`src/rtl/flag_enc_pkg.sv`:
```
/*
 * shared constants and carriers for the drive status flag encoder:
 * register map, field layout, reset values, function and cause codes.
 * assumes a 32-bit axi4-lite master and one drive clock.
 */
package flag_enc_pkg;

	// register byte offsets
	localparam logic [7:0] ADDR_CTRL = 8'h00;
	localparam logic [7:0] ADDR_ZS_LEVEL = 8'h04;
	localparam logic [7:0] ADDR_TQ_LIMIT = 8'h08;
	localparam logic [7:0] ADDR_TERM_FUNC = 8'h0C;
	localparam logic [7:0] ADDR_RELAY_FUNC = 8'h10;
	localparam logic [7:0] ADDR_STATUS = 8'h14;

	// ctrl fields
	localparam int CTRL_WIDTH_LSB = 0;
	localparam int CTRL_METHOD_LSB = 4;

	// status fields
	localparam int STAT_TERM_LSB = 0;
	localparam int STAT_RELAY_BIT = 5;
	localparam int STAT_ZS_BIT = 8;
	localparam int STAT_TQ_BIT = 9;
	localparam int STAT_CODE_LSB = 12;

	// limits of programmable values
	localparam logic [15:0] ZS_LEVEL_MAX = 16'h2710; // 100.00 Hz in 0.01 Hz
	localparam logic [7:0] TQ_LIMIT_MAX = 8'h96; // 150 percent

	// reset values
	localparam logic [31:0] CTRL_RST = 32'h0000_0000;
	localparam logic [15:0] ZS_LEVEL_RST = 16'h0000;
	localparam logic [31:0] TQ_LIMIT_RST = 32'h6464_6464;
	localparam logic [29:0] TERM_FUNC_RST = 30'h0000_0000;
	localparam logic [5:0] RELAY_FUNC_RST = 6'h00;

	// trip-code width select
	localparam logic [1:0] WIDTH_NONE = 2'h0;
	localparam logic [1:0] WIDTH_3BIT = 2'h1;
	localparam logic [1:0] WIDTH_4BIT = 2'h2;

	// terminal function codes
	localparam logic [5:0] FUNC_TORQUE_OVER = 6'h07;
	localparam logic [5:0] FUNC_ZERO_SPEED = 6'h15;

	// control method codes
	localparam logic [2:0] METH_CONST_TORQUE = 3'h0;
	localparam logic [2:0] METH_REDUCED_TORQUE = 3'h1;
	localparam logic [2:0] METH_FREE_VF = 3'h2;
	localparam logic [2:0] METH_SENSORLESS = 3'h3;
	localparam logic [2:0] METH_ZR_SENSORLESS = 3'h4;
	localparam logic [2:0] METH_SENSOR_VECTOR = 3'h5;

	// trip cause codes presented by the protection logic
	typedef enum logic [4:0] {
		CAUSE_NONE, CAUSE_OVERCURRENT, CAUSE_OVERLOAD, CAUSE_LOWSPD_OVERLOAD,
		CAUSE_OVERVOLT, CAUSE_UNDERVOLT, CAUSE_POWER_FAIL, CAUSE_SWITCH_ERR,
		CAUSE_BRAKE_RES_OVL, CAUSE_NVM_ERR, CAUSE_CPU_ERR, CAUSE_GATE_ARRAY_COMM,
		CAUSE_MAIN_CIRCUIT, CAUSE_CURRENT_SENSOR, CAUSE_EXT_TRIP, CAUSE_RESTART_LOCKOUT,
		CAUSE_THERMISTOR, CAUSE_BRAKING, CAUSE_GROUND_FAULT, CAUSE_SEQ_INSTR,
		CAUSE_SEQ_NEST, CAUSE_SEQ_EXEC, CAUSE_OVERTEMP, CAUSE_FAN_OVERTEMP,
		CAUSE_PHASE_LOSS, CAUSE_USER_TRIP, CAUSE_OPTION_ERR
	} trip_cause_t;

	// drive measurements sampled each cycle
	typedef struct packed {
		logic [15:0] out_freq; // 0.01 Hz units
		logic [15:0] motor_speed; // 0.01 Hz units
		logic signed [15:0] torque_est; // percent, sign = torque direction
		logic dir_rev; // rotation direction is reverse
	} drive_meas_t;

	// trip state from the protection logic
	typedef struct packed {
		logic active;
		trip_cause_t cause;
	} trip_info_t;

endpackage

```
`src/rtl/drive_status_flag_encoder.sv`:
```
/*
 * drive status flag encoder: zero-speed flag, over-torque flag and
 * trip-cause code on the intelligent output terminals, with an
 * axi4-lite register slave. assumes measurements and trip state are
 * synchronous to clk and that the torque estimator lives elsewhere.
 */
// Functional notes
// - zero-speed flag high while speed below level
// - function 21 routes zero-speed flag out
// - zero-speed level programmable 0.00 to 100.0 Hz
// - open-loop and sensorless methods compare output frequency
// - sensor vector method compares measured motor speed
// - over-torque flag when torque exceeds quadrant limit
// - function 07 routes over-torque flag out
// - four quadrant limits, 0 to 150 percent
// - over-torque meaningful only under vector methods
// - tripped drive shows binary cause code
// - width select: none, 3-bit, 4-bit
// - code overrides terminals 11 upward, LSB first
// - base codes 0 to 6 for common causes
// - 3-bit mode maps other causes to 7
// - 4-bit code 7 braking resistor overload
// - 4-bit codes 8 memory/processor, 9 sensor
// - 4-bit codes 10 external group, 11 ground
// - 4-bit code 12 sequence program faults
// - 4-bit code 13 overtemperature
// - 4-bit code 14 input phase loss
// - 4-bit code 15 user trips, option errors
module drive_status_flag_encoder
	import flag_enc_pkg::*;
#(
	parameter int TERM_COUNT = 5
) (
	// clock and reset
	input wire logic clk,
	input wire logic sys_rst,
	// axi4-lite write address
	input wire logic [7:0] s_axi_awaddr,
	input wire logic s_axi_awvalid,
	output logic s_axi_awready,
	// axi4-lite write data
	input wire logic [31:0] s_axi_wdata,
	input wire logic [3:0] s_axi_wstrb,
	input wire logic s_axi_wvalid,
	output logic s_axi_wready,
	// axi4-lite write response
	output logic [1:0] s_axi_bresp,
	output logic s_axi_bvalid,
	input wire logic s_axi_bready,
	// axi4-lite read address
	input wire logic [7:0] s_axi_araddr,
	input wire logic s_axi_arvalid,
	output logic s_axi_arready,
	// axi4-lite read data
	output logic [31:0] s_axi_rdata,
	output logic [1:0] s_axi_rresp,
	output logic s_axi_rvalid,
	input wire logic s_axi_rready,
	// drive side inputs
	input wire drive_meas_t meas,
	input wire trip_info_t trip,
	// terminal side outputs
	output logic [TERM_COUNT-1:0] term_out,
	output logic relay_out,
	output logic zero_speed_flag,
	output logic torque_over_flag
);

	localparam logic [1:0] RESP_OKAY = 2'h0;
	localparam logic [1:0] RESP_SLVERR = 2'h2;

	// software-visible configuration
	logic [31:0] ctrl_q; // width select and control method
	logic [15:0] zs_level_q; // zero_speed_level, 0.01 Hz units
	logic [31:0] tq_limit_q; // four torque limits, one byte each
	logic [6*TERM_COUNT-1:0] term_func_q; // output_terminal_function_select
	logic [5:0] relay_func_q; // relay_function_select

	// axi handshake state
	logic aw_full_q, w_full_q;
	logic [7:0] aw_addr_q;
	logic [31:0] w_data_q;
	logic [3:0] w_strb_q;

	// flag and code state
	logic zs_q, tq_q;
	logic trip_seen_q; // trip was already active last cycle
	logic [3:0] code_q; // 4-bit cause code held for the trip

	// configuration fields
	wire [1:0] width_sel = ctrl_q[CTRL_WIDTH_LSB +: 2]; // trip_code_width_select
	wire [2:0] method = ctrl_q[CTRL_METHOD_LSB +: 3];
	wire [7:0] fwd_powering_torque_limit = tq_limit_q[7:0];
	wire [7:0] rev_regen_torque_limit = tq_limit_q[15:8];
	wire [7:0] rev_powering_torque_limit = tq_limit_q[23:16];
	wire [7:0] fwd_regen_torque_limit = tq_limit_q[31:24];

	// byte-lane merge for partial writes
	function automatic logic [31:0] merge(input logic [31:0] old, input logic [31:0] nw,
		input logic [3:0] strb);
		logic [31:0] r;
		r = old;
		for (int b = 0; b < 4; b++) begin
			if (strb[b]) begin
				r[8*b +: 8] = nw[8*b +: 8];
			end
		end
		return r;
	endfunction

	// clamp a torque limit byte to its legal range
	function automatic logic [7:0] clamp_lim(input logic [7:0] v);
		return (v > TQ_LIMIT_MAX) ? TQ_LIMIT_MAX : v;
	endfunction

	// 4-bit cause code table
	function automatic logic [3:0] cause_code(input trip_cause_t c);
		case (c)
			CAUSE_NONE: return 4'h0;
			CAUSE_OVERCURRENT: return 4'h1;
			CAUSE_OVERLOAD, CAUSE_LOWSPD_OVERLOAD: return 4'h2;
			CAUSE_OVERVOLT: return 4'h3;
			CAUSE_UNDERVOLT: return 4'h4;
			CAUSE_POWER_FAIL: return 4'h5;
			CAUSE_SWITCH_ERR: return 4'h6;
			CAUSE_BRAKE_RES_OVL: return 4'h7;
			CAUSE_NVM_ERR, CAUSE_CPU_ERR, CAUSE_GATE_ARRAY_COMM,
			CAUSE_MAIN_CIRCUIT: return 4'h8;
			CAUSE_CURRENT_SENSOR: return 4'h9;
			CAUSE_EXT_TRIP, CAUSE_RESTART_LOCKOUT, CAUSE_THERMISTOR,
			CAUSE_BRAKING: return 4'hA;
			CAUSE_GROUND_FAULT: return 4'hB;
			CAUSE_SEQ_INSTR, CAUSE_SEQ_NEST, CAUSE_SEQ_EXEC: return 4'hC;
			CAUSE_OVERTEMP, CAUSE_FAN_OVERTEMP: return 4'hD;
			CAUSE_PHASE_LOSS: return 4'hE;
			default: return 4'hF;
		endcase
	endfunction

	// write channel decode
	wire aw_take = s_axi_awvalid & s_axi_awready;
	wire w_take = s_axi_wvalid & s_axi_wready;
	wire do_wr = aw_full_q & w_full_q & ~s_axi_bvalid;
	wire aw_full_d = (aw_full_q | aw_take) & ~do_wr;
	wire w_full_d = (w_full_q | w_take) & ~do_wr;
	wire bvalid_d = do_wr | (s_axi_bvalid & ~s_axi_bready);
	wire wr_ctrl = do_wr & (aw_addr_q == ADDR_CTRL);
	wire wr_zs = do_wr & (aw_addr_q == ADDR_ZS_LEVEL);
	wire wr_lim = do_wr & (aw_addr_q == ADDR_TQ_LIMIT);
	wire wr_term = do_wr & (aw_addr_q == ADDR_TERM_FUNC);
	wire wr_relay = do_wr & (aw_addr_q == ADDR_RELAY_FUNC);
	wire wr_hit = wr_ctrl | wr_zs | wr_lim | wr_term | wr_relay;

	// merged write values; the level and limits saturate at their ranges
	wire [31:0] ctrl_m = merge(ctrl_q, w_data_q, w_strb_q);
	wire [31:0] zs_m = merge({16'h0000, zs_level_q}, w_data_q, w_strb_q);
	wire [15:0] zs_new = (zs_m[15:0] > ZS_LEVEL_MAX) ? ZS_LEVEL_MAX : zs_m[15:0];
	wire [31:0] lim_m = merge(tq_limit_q, w_data_q, w_strb_q);
	wire [31:0] lim_new = {clamp_lim(lim_m[31:24]), clamp_lim(lim_m[23:16]),
		clamp_lim(lim_m[15:8]), clamp_lim(lim_m[7:0])};
	wire [31:0] term_m = merge({{(32-6*TERM_COUNT){1'b0}}, term_func_q}, w_data_q, w_strb_q);
	wire [31:0] relay_m = merge({26'h0, relay_func_q}, w_data_q, w_strb_q);

	// read channel decode
	wire ar_take = s_axi_arvalid & s_axi_arready;
	wire rvalid_d = ar_take | (s_axi_rvalid & ~s_axi_rready);
	wire [31:0] status_w;
	logic [31:0] rd_word;
	logic rd_hit;

	// read mux over the register map
	always_comb begin
		rd_hit = 1'b1;
		case (s_axi_araddr)
			ADDR_CTRL: rd_word = ctrl_q;
			ADDR_ZS_LEVEL: rd_word = {16'h0000, zs_level_q};
			ADDR_TQ_LIMIT: rd_word = tq_limit_q;
			ADDR_TERM_FUNC: rd_word = {{(32-6*TERM_COUNT){1'b0}}, term_func_q};
			ADDR_RELAY_FUNC: rd_word = {26'h0, relay_func_q};
			ADDR_STATUS: rd_word = status_w;
			default: begin
				rd_word = 32'h0000_0000;
				rd_hit = 1'b0;
			end
		endcase
	end

	// axi handshake registers; ready drops right after each take
	always_ff @(posedge clk) begin
		if (sys_rst) begin
			aw_full_q <= 1'b0;
			w_full_q <= 1'b0;
			s_axi_awready <= 1'b0;
			s_axi_wready <= 1'b0;
			s_axi_bvalid <= 1'b0;
			s_axi_arready <= 1'b0;
			s_axi_rvalid <= 1'b0;
		end else begin
			aw_full_q <= aw_full_d;
			w_full_q <= w_full_d;
			s_axi_awready <= ~aw_full_d & ~bvalid_d;
			s_axi_wready <= ~w_full_d & ~bvalid_d;
			s_axi_bvalid <= bvalid_d;
			s_axi_arready <= ~rvalid_d;
			s_axi_rvalid <= rvalid_d;
		end
	end

	// captured payloads and answers
	always_ff @(posedge clk) begin
		if (sys_rst) begin
			aw_addr_q <= 8'h00;
			w_data_q <= 32'h0000_0000;
			w_strb_q <= 4'h0;
			s_axi_bresp <= RESP_OKAY;
			s_axi_rdata <= 32'h0000_0000;
			s_axi_rresp <= RESP_OKAY;
		end else begin
			if (aw_take) aw_addr_q <= s_axi_awaddr;
			if (w_take) w_data_q <= s_axi_wdata;
			if (w_take) w_strb_q <= s_axi_wstrb;
			// unmapped or read-only addresses answer with an error
			if (do_wr) s_axi_bresp <= wr_hit ? RESP_OKAY : RESP_SLVERR;
			if (ar_take) s_axi_rdata <= rd_word;
			if (ar_take) s_axi_rresp <= rd_hit ? RESP_OKAY : RESP_SLVERR;
		end
	end

	// configuration registers
	always_ff @(posedge clk) begin
		if (sys_rst) begin
			ctrl_q <= CTRL_RST;
			zs_level_q <= ZS_LEVEL_RST;
			tq_limit_q <= TQ_LIMIT_RST;
			term_func_q <= TERM_FUNC_RST[6*TERM_COUNT-1:0];
			relay_func_q <= RELAY_FUNC_RST;
		end else begin
			// only the width and method fields are kept
			if (wr_ctrl) ctrl_q <= ctrl_m & 32'h0000_0073;
			if (wr_zs) zs_level_q <= zs_new;
			if (wr_lim) tq_limit_q <= lim_new;
			if (wr_term) term_func_q <= term_m[6*TERM_COUNT-1:0];
			if (wr_relay) relay_func_q <= relay_m[5:0];
		end
	end

	// speed source: measured speed only with a speed sensor
	wire use_speed = (method == METH_SENSOR_VECTOR);
	wire [15:0] mon_speed = use_speed ? meas.motor_speed : meas.out_freq;
	wire zs_d = (mon_speed < zs_level_q);

	// quadrant select from direction and torque sign
	wire tq_neg = meas.torque_est[15];
	wire [16:0] tq_mag = tq_neg ? (17'h0 - {1'b1, meas.torque_est})
		: {1'b0, meas.torque_est};
	logic [7:0] quad_lim;
	always_comb begin
		case ({meas.dir_rev, tq_neg})
			2'b00: quad_lim = fwd_powering_torque_limit;
			2'b01: quad_lim = fwd_regen_torque_limit;
			2'b11: quad_lim = rev_powering_torque_limit;
			default: quad_lim = rev_regen_torque_limit;
		endcase
	end

	// flag is forced low outside the vector methods, where it means nothing
	wire vector_meth = (method == METH_SENSORLESS) | (method == METH_ZR_SENSORLESS)
		| (method == METH_SENSOR_VECTOR);
	wire tq_d = vector_meth & (tq_mag > {9'h000, quad_lim});

	// cause code is caught on the first trip cycle and held
	wire [3:0] code_new = cause_code(trip.cause);
	wire [3:0] code_d = ~trip.active ? 4'h0 : (trip_seen_q ? code_q : code_new);
	wire [3:0] code3 = (code_q > 4'h6) ? 4'h7 : code_q;

	// flag and code registers
	always_ff @(posedge clk) begin
		if (sys_rst) begin
			zs_q <= 1'b0;
			tq_q <= 1'b0;
			trip_seen_q <= 1'b0;
			code_q <= 4'h0;
		end else begin
			zs_q <= zs_d;
			tq_q <= tq_d;
			trip_seen_q <= trip.active;
			code_q <= code_d;
		end
	end

	// per-terminal function routing with code override
	logic [TERM_COUNT-1:0] term_d;
	genvar gi;
	generate
		for (gi = 0; gi < TERM_COUNT; gi++) begin : g_term
			wire [5:0] fsel = term_func_q[6*gi +: 6];
			wire routed = ((fsel == FUNC_ZERO_SPEED) & zs_q)
				| ((fsel == FUNC_TORQUE_OVER) & tq_q);
			if (gi < 4) begin : g_code
				// overrides only exist on the low terminals, so they live here
				wire force3 = (width_sel == WIDTH_3BIT) & (gi < 3);
				wire force4 = (width_sel == WIDTH_4BIT);
				assign term_d[gi] = force4 ? code_q[gi] : (force3 ? code3[gi] : routed);
			end else begin : g_plain
				assign term_d[gi] = routed;
			end
		end
	endgenerate

	// relay is never overridden by the code
	wire relay_d = ((relay_func_q == FUNC_ZERO_SPEED) & zs_q)
		| ((relay_func_q == FUNC_TORQUE_OVER) & tq_q);

	// pin registers
	always_ff @(posedge clk) begin
		if (sys_rst) begin
			term_out <= '0;
			relay_out <= 1'b0;
			zero_speed_flag <= 1'b0;
			torque_over_flag <= 1'b0;
		end else begin
			term_out <= term_d;
			relay_out <= relay_d;
			zero_speed_flag <= zs_q;
			torque_over_flag <= tq_q;
		end
	end

	// status word shows the live pin state and held code
	assign status_w = ({{(32-TERM_COUNT){1'b0}}, term_out} << STAT_TERM_LSB)
		| ({31'h0, relay_out} << STAT_RELAY_BIT)
		| ({31'h0, zs_q} << STAT_ZS_BIT)
		| ({31'h0, tq_q} << STAT_TQ_BIT)
		| ({28'h0, code_q} << STAT_CODE_LSB);
endmodule

```
`config.mk`:
```
export PLATFORM = sky130hd
export DESIGN_NAME = drive_status_flag_encoder
export DESIGN_NICKNAME = d
export VERILOG_FILES = /design/src/rtl/flag_enc_pkg.sv /design/src/rtl/drive_status_flag_encoder.sv
export SDC_FILE = /design/constraint.sdc
export NUM_CORES = 1
export LEC_CHECK = 0
export ABC_CLOCK_PERIOD_IN_PS = 3000
export BUFFER_PORTS_ARGS = -buffer_cell sky130_fd_sc_hd__buf_2
export CORE_ASPECT_RATIO = 0.8
export CORE_MARGIN = 1.5
export CORE_UTILIZATION = 55
export DETAILED_ROUTE_END_ITERATION = 7
export PLACE_DENSITY = 0.78
export SYNTH_ARGS = -nofsm -noshare
export SYNTH_HDL_FRONTEND = slang
export SYNTH_SLANG_ARGS = --single-unit
```
`constraint.sdc`:
```
create_clock -name clk -period 3 [get_ports clk]
set_clock_uncertainty 0.1 [all_clocks]
set_input_delay 0.15 -clock clk [delete_from_list [all_inputs] [get_ports clk]]
set_output_delay 0.15 -clock clk [all_outputs]
set_load 0.05 [all_outputs]
```
Word-level counts from Yosys, hierarchy flattened
Memories as Yosys holds them, arrays and structs flattened. A register that Yosys moved wholly into a read port is not among the register bits. Cells that the tools add are included.

Add/subtract/negate cells: 1. Order comparisons: 8. Equality and inequality tests: 28. Mux-type cells: 26. Bitwise gates (word level): 58. Reductions and logical operators: 12.

Operators by type and width (count): one-hot mux 32 bit (6 select lines) (1); 2-to-1 mux 8 bit (10); == test 6 x 3 -> 1 bit, second input constant (6); == test 6 x 5 -> 1 bit, second input constant (6); == test 8 x 4 -> 1 bit, second input constant (4); greater-than comparator 8 bit, second input constant (4); 2-to-1 mux 16 bit (2); AND 1 bit (29); == test 8 x 5 -> 1 bit, second input constant (3); one-hot mux 8 bit (3 select lines) (1); greater-than comparator 17 x 8 -> 1 bit (1); 2-to-1 mux 17 bit (1); subtractor 1 x 17 -> 17 bit, first input constant (1); == test 8 x 3 -> 1 bit, second input constant (2); greater-than comparator 16 x 14 -> 1 bit, second input constant (1); logical NOT 8 bit (2); less-than comparator 16 bit (1); OR 1 bit (16); OR 10 x 16 -> 16 bit (1); AND reduction 2 bit (6); OR 9 x 10 -> 10 bit (1); NOT 1 bit (9); OR 6 x 9 -> 9 bit (1); 2-to-1 mux 1 bit (8); 12 further kinds (16).

Bits in registers: 187. Bits in read-only memories: 128. Bits of input ports: 114. Output and inout bits: 49. Word-level logic and storage cells: 162. Memories kept: 1.

Memory list: (name not given) (words 32, width 4, rd ports 1, clocked after memory_dff 1, write ports 0, line drive_status_flag_encoder.sv:118) `case (c)`.

Logic depth before layout (Yosys ltp)
Depth after elaboration: 8. Mapped depth: 12. Gate-level depth less buffers: 11.

Least setup slack after synthesis
No wires, ideal clock.

Path type: input port to flip-flop. Start point: input port meas[16] (netlist name). End point: register tq_q. Setup time: 0.122 ns. Data arrival time: 2.523 ns. Required time: 2.778 ns. Path slack: 0.256 ns. Cell stages on the path: 11. Buffers on the path: 3. Cells stage by stage: clkbuf_1 clkbuf_1 buf_1 mux4_2 inv_1 ha_1 a21oi_1 o21ai_0 a221oi_1 o22ai_1 o311a_1.

Cells in the longest elaborated chain, start to end: 4. Elaborated cells between the ends (all ways): 8. Classes of those cells: 1 x add/sub; 1 x order compare; 2 x eq/ne; 2 x mux; 1 x bitwise; 1 x reduce/logical.

RTL lines: start, declared (line drive_status_flag_encoder.sv:60) `input wire drive_meas_t meas,`; subtractor 1 x 17 -> 17 bit, or another cell as far along (line drive_status_flag_encoder.sv:254) `wire [16:0] tq_mag = tq_neg ? (17'h0 - {1'b1, meas.torque_est})`; 2-to-1 mux 17 bit or one-hot mux 8 bit (3 select lines) (tied branches) (line drive_status_flag_encoder.sv:254, drive_status_flag_encoder.sv:258); greater-than comparator 17 x 8 -> 1 bit (*) (line drive_status_flag_encoder.sv:269) `wire tq_d = vector_meth & (tq_mag > {9'h000, quad_lim});`; AND 1 bit (*) (line drive_status_flag_encoder.sv:269); end signal, assigned (line drive_status_flag_encoder.sv:285) `tq_q <= tq_d;`; end, declared (line drive_status_flag_encoder.sv:86) `logic zs_q, tq_q;`.

Every way passes the cells marked *; elsewhere a longest branch is shown, timed or not. A chain may end at the register's enable or synchronous reset.

Worst setup path after layout
Start point: register aw_addr_q[0]. End point: register tq_limit_q[10].

Cells in the longest elaborated chain, start to end: 2.

RTL lines: start, declared (line drive_status_flag_encoder.sv:81) `logic [7:0] aw_addr_q;`; start signal, assigned (line drive_status_flag_encoder.sv:219) `if (aw_take) aw_addr_q <= s_axi_awaddr;`; == test 8 x 4 -> 1 bit (line drive_status_flag_encoder.sv:149) `wire wr_lim = do_wr & (aw_addr_q == ADDR_TQ_LIMIT);`; AND 1 bit (line drive_status_flag_encoder.sv:149); end signal, assigned (line drive_status_flag_encoder.sv:241) `if (wr_lim) tq_limit_q <= lim_new;`; end, declared (line drive_status_flag_encoder.sv:75) `logic [31:0] tq_limit_q;`.

Every way passes these cells.

==> metrics.txt <==
status=finished clean; Cell Rows=43; multiplexer share of the synthesized area=0.07574; Async S/R FF share, synth=0; number of synthesized register bits=189; Crit Path Class=flop to flop; fmax=between 300 and 400 MHz; overall power=5228 uW; Post-Synth XOR/XNOR Area=0.005457; Worst Tran Pin Value=0.9877 ns; prevailing post-synth register cell=dfxtp_1; die height=roughly 120 um; Yosys warnings=0; worst r2r path cells=5; DP Wirelength=20660 um; Pre-antenna DRT Iters=7; via count=9528; Final ANT Viol Nets=0; Synth Area in Compound Gates=0.2101; synth-to-layout area growth=21.06%; Yosys cell types=74; pwr dens=roughly 450 mW/mm2; final setup vio count=0; min-delay src=trip[4]; Final Critical Period=between 2 and 3 ns; commonest non-fill, non-tap cell in the layout=nand2_1; largest net degree at the start of global routing=93; Hold Path Stages=3; Crit path arrival time=2.91 ns; clk_lat worst skew=0.44 ns; clock network power share=0.399; drt total wl=28570 um; Root Driver=clkbuf_16; Hold Crit Class=input pin to flop; MaxCap Viol Count=0; port buffer count=160; Final Cycle Share=0.8977; NumNets Final=around 1500; Initial Util=0.5594; GRT overflow=0; GPL Wtd Cong=0.9267; clk sinks=189; RSZ-0062 raised after global routing=false; most frequent cells in the layout=nand2_1, dfxtp_1, buf_2, a21oi_1, nor2_1; Synth Instances=1179; CP required=3.21 ns; critical-path cell list=or4_4 -> or4_1 -> or3_1 -> nor4b_2 -> o21ai_1; Sw Pwr=1361 uW; Worst-path clk slew=about 0.07 ns; Crit path largest cell delay=0.64 ns; reg2reg end=tq_limit_q[10]; CTS max path bufs=2; Post-Syn Area=between 0.009 and 0.01 mm2; die width=150.9 um; initial antenna violation count=0; top cells by area, synth=dfxtp_1, nand2_1, a21oi_1; crit start category=flop; Mapped Avg Cell Area=8.168 um2; WL met2=11720 um; simple-gate share of the synthesized area=0.2254; Antenna diodes=0; end of the worst hold path=code_q[1]; post-synthesis sequential area ratio=0.3929; vias in the first global route=roughly 8600; Yosys top cell area share=0.3929; Worst VDD drop=around 390 uV; Static Leak=0.004442 uW; area of the core=0.01722 mm2; Post-Synth Adder-Cell Area=0.03638; largest family of logic cells by synthesized area=simple AND/OR/NAND/NOR gates; Comb pwr share=0.099; share of cells above drive strength 1=0.2012; highest routed layer=met4; CTS Buf Count=17; Routed WL per cell=about 18 um; TritonCTS clock tree=yes; Int Pwr=between 3000 and 4000 uW; H-tree lvl count=4; max_slew headroom=0.3245; met3 routed WL=around 3000 um; setup TNS=0 ns; CP max FO=9; Reg power frac=0.502; Met1 Routed Length=13230 um; biggest area consumer among synthesized cells=dfxtp_1; Sw Ratio=0.2604; io pins=between 150 and 200; DR iter-0 viols=approximately 1000; internal reg-to-reg setup slack=0.31 ns; Slew Viols, Final=0; number of enable flip-flop cells after synthesis=0; final hold vios=0; die footprint=0.01832 mm2; DRC viols=0; FF-to-FF Start=aw_addr_q[0]; CP max stage cell=or4_1; Setup crit end kind=flop; global-route wire length before repair=44970 um; All-Layer GR Usage=0.3173; vias per cell=5.985
==> layout make-up <==
class                   count  area, um2
well taps                 225      281.5
flip-flops and latches    189       3784
repair buffers            239       1534
clock buffers              20      446.7
clock inverters            11      85.08
multi-input cells         858       5340
inverters                  50      187.7
fillers                  1418       5558
==> stage by stage <==
stage	area, um2	hold WS [ns]	cells	util	setup WS (ns)
finish	11660	0.03974	1592	0.6772	0.3070
global placement	10630	0.2930	1511	0.6172	0.1576
CTS	11660	0.03177	1592	0.6772	0.3264
floorplan	9634	0.1860	1180	-	0.2557
detailed placement	10630	0.2967	1511	0.6172	0.1255
global route	11660	0.04725	1592	0.6772	0.2438
==> cells by family after synthesis <==
group | count (synthesis)
AND/OR/NAND/NOR | 453
adder cells (fa/ha/maj) | 28
other | 1
XOR/XNOR | 6
multiplexers | 54
buffers and inverters | 133
AO/OA/AOI/OAI | 315
flip-flops | 189
==> how the worst max path moves through the flow <==
stage / start / to / slack [ns] / cells after the start
2_1_floorplan: meas[16] / tq_q / 0.26 / 11
3_3_place_gp: meas[1] / tq_q / 0.16 / 12
3_5_place_dp: meas[1] / tq_q / 0.13 / 12
4_1_cts: aw_addr_q[0] / tq_limit_q[10] / 0.33 / 5
5_1_grt: aw_addr_q[0] / tq_limit_q[10] / 0.24 / 5
6_report: aw_addr_q[0] / tq_limit_q[10] / 0.31 / 5
==> power by group through the flow <==
stage	sequential, uW	combinational (uW)	clock (uW)
after floorplan	2660	296	0
after global placement	2670	450	0
after detailed placement	2680	460	0
after CTS	2620	511	2100
after global routing	2630	575	2210
final	2620	518	2090
==> state kept, by name, indices dropped and copies added, names as in the netlist, 4 cells and up <==
register	flops
term_out	5
zs_level_q	16
ctrl_q	5
term_func_q	30
s_axi_rdata	32
relay_func_q	6
code_q	4
tq_limit_q	32
w_data_q	32
w_strb_q	4
aw_addr_q	8
==> worst max-delay path: cells and delay by family (launching register included) <==
family           cells  cell delay, ns
flip-flops           1            0.33
AND/OR/NAND/NOR      4            2.05
AO/OA/AOI/OAI        1            0.09
==> repair_timing <==
| item | CTS | global route |
|---|---|---|
| resized for setup | 0 | 0 |
| hold buffers | 50 | 0 |
| buffers inserted | 0 | 0 |
| endpoints found under the hold margin | 61 | 0 |
==> cell usage after synthesis, types with 13 or more instances <==
master	count
ha_1	28
mux2i_1	20
nor2b_1	14
mux4_2	13
nand2_1	228
a21o_1	13
nor2_1	72
inv_1	50
o21ai_0	33
a22oi_1	22
a22o_1	23
a21oi_1	139
mux2_2	21
clkbuf_1	67
nor3_1	21
nand4_1	16
nand3_1	19
dfxtp_1	189
==> metal layers <==
metal  track usage  up-vias
met2        0.4503      494
li1              -     4560
met4       0.09587        0
met3       0.06316       46
met5             0        -
met1        0.4793     4428
Power figures use the tool's default switching activity.
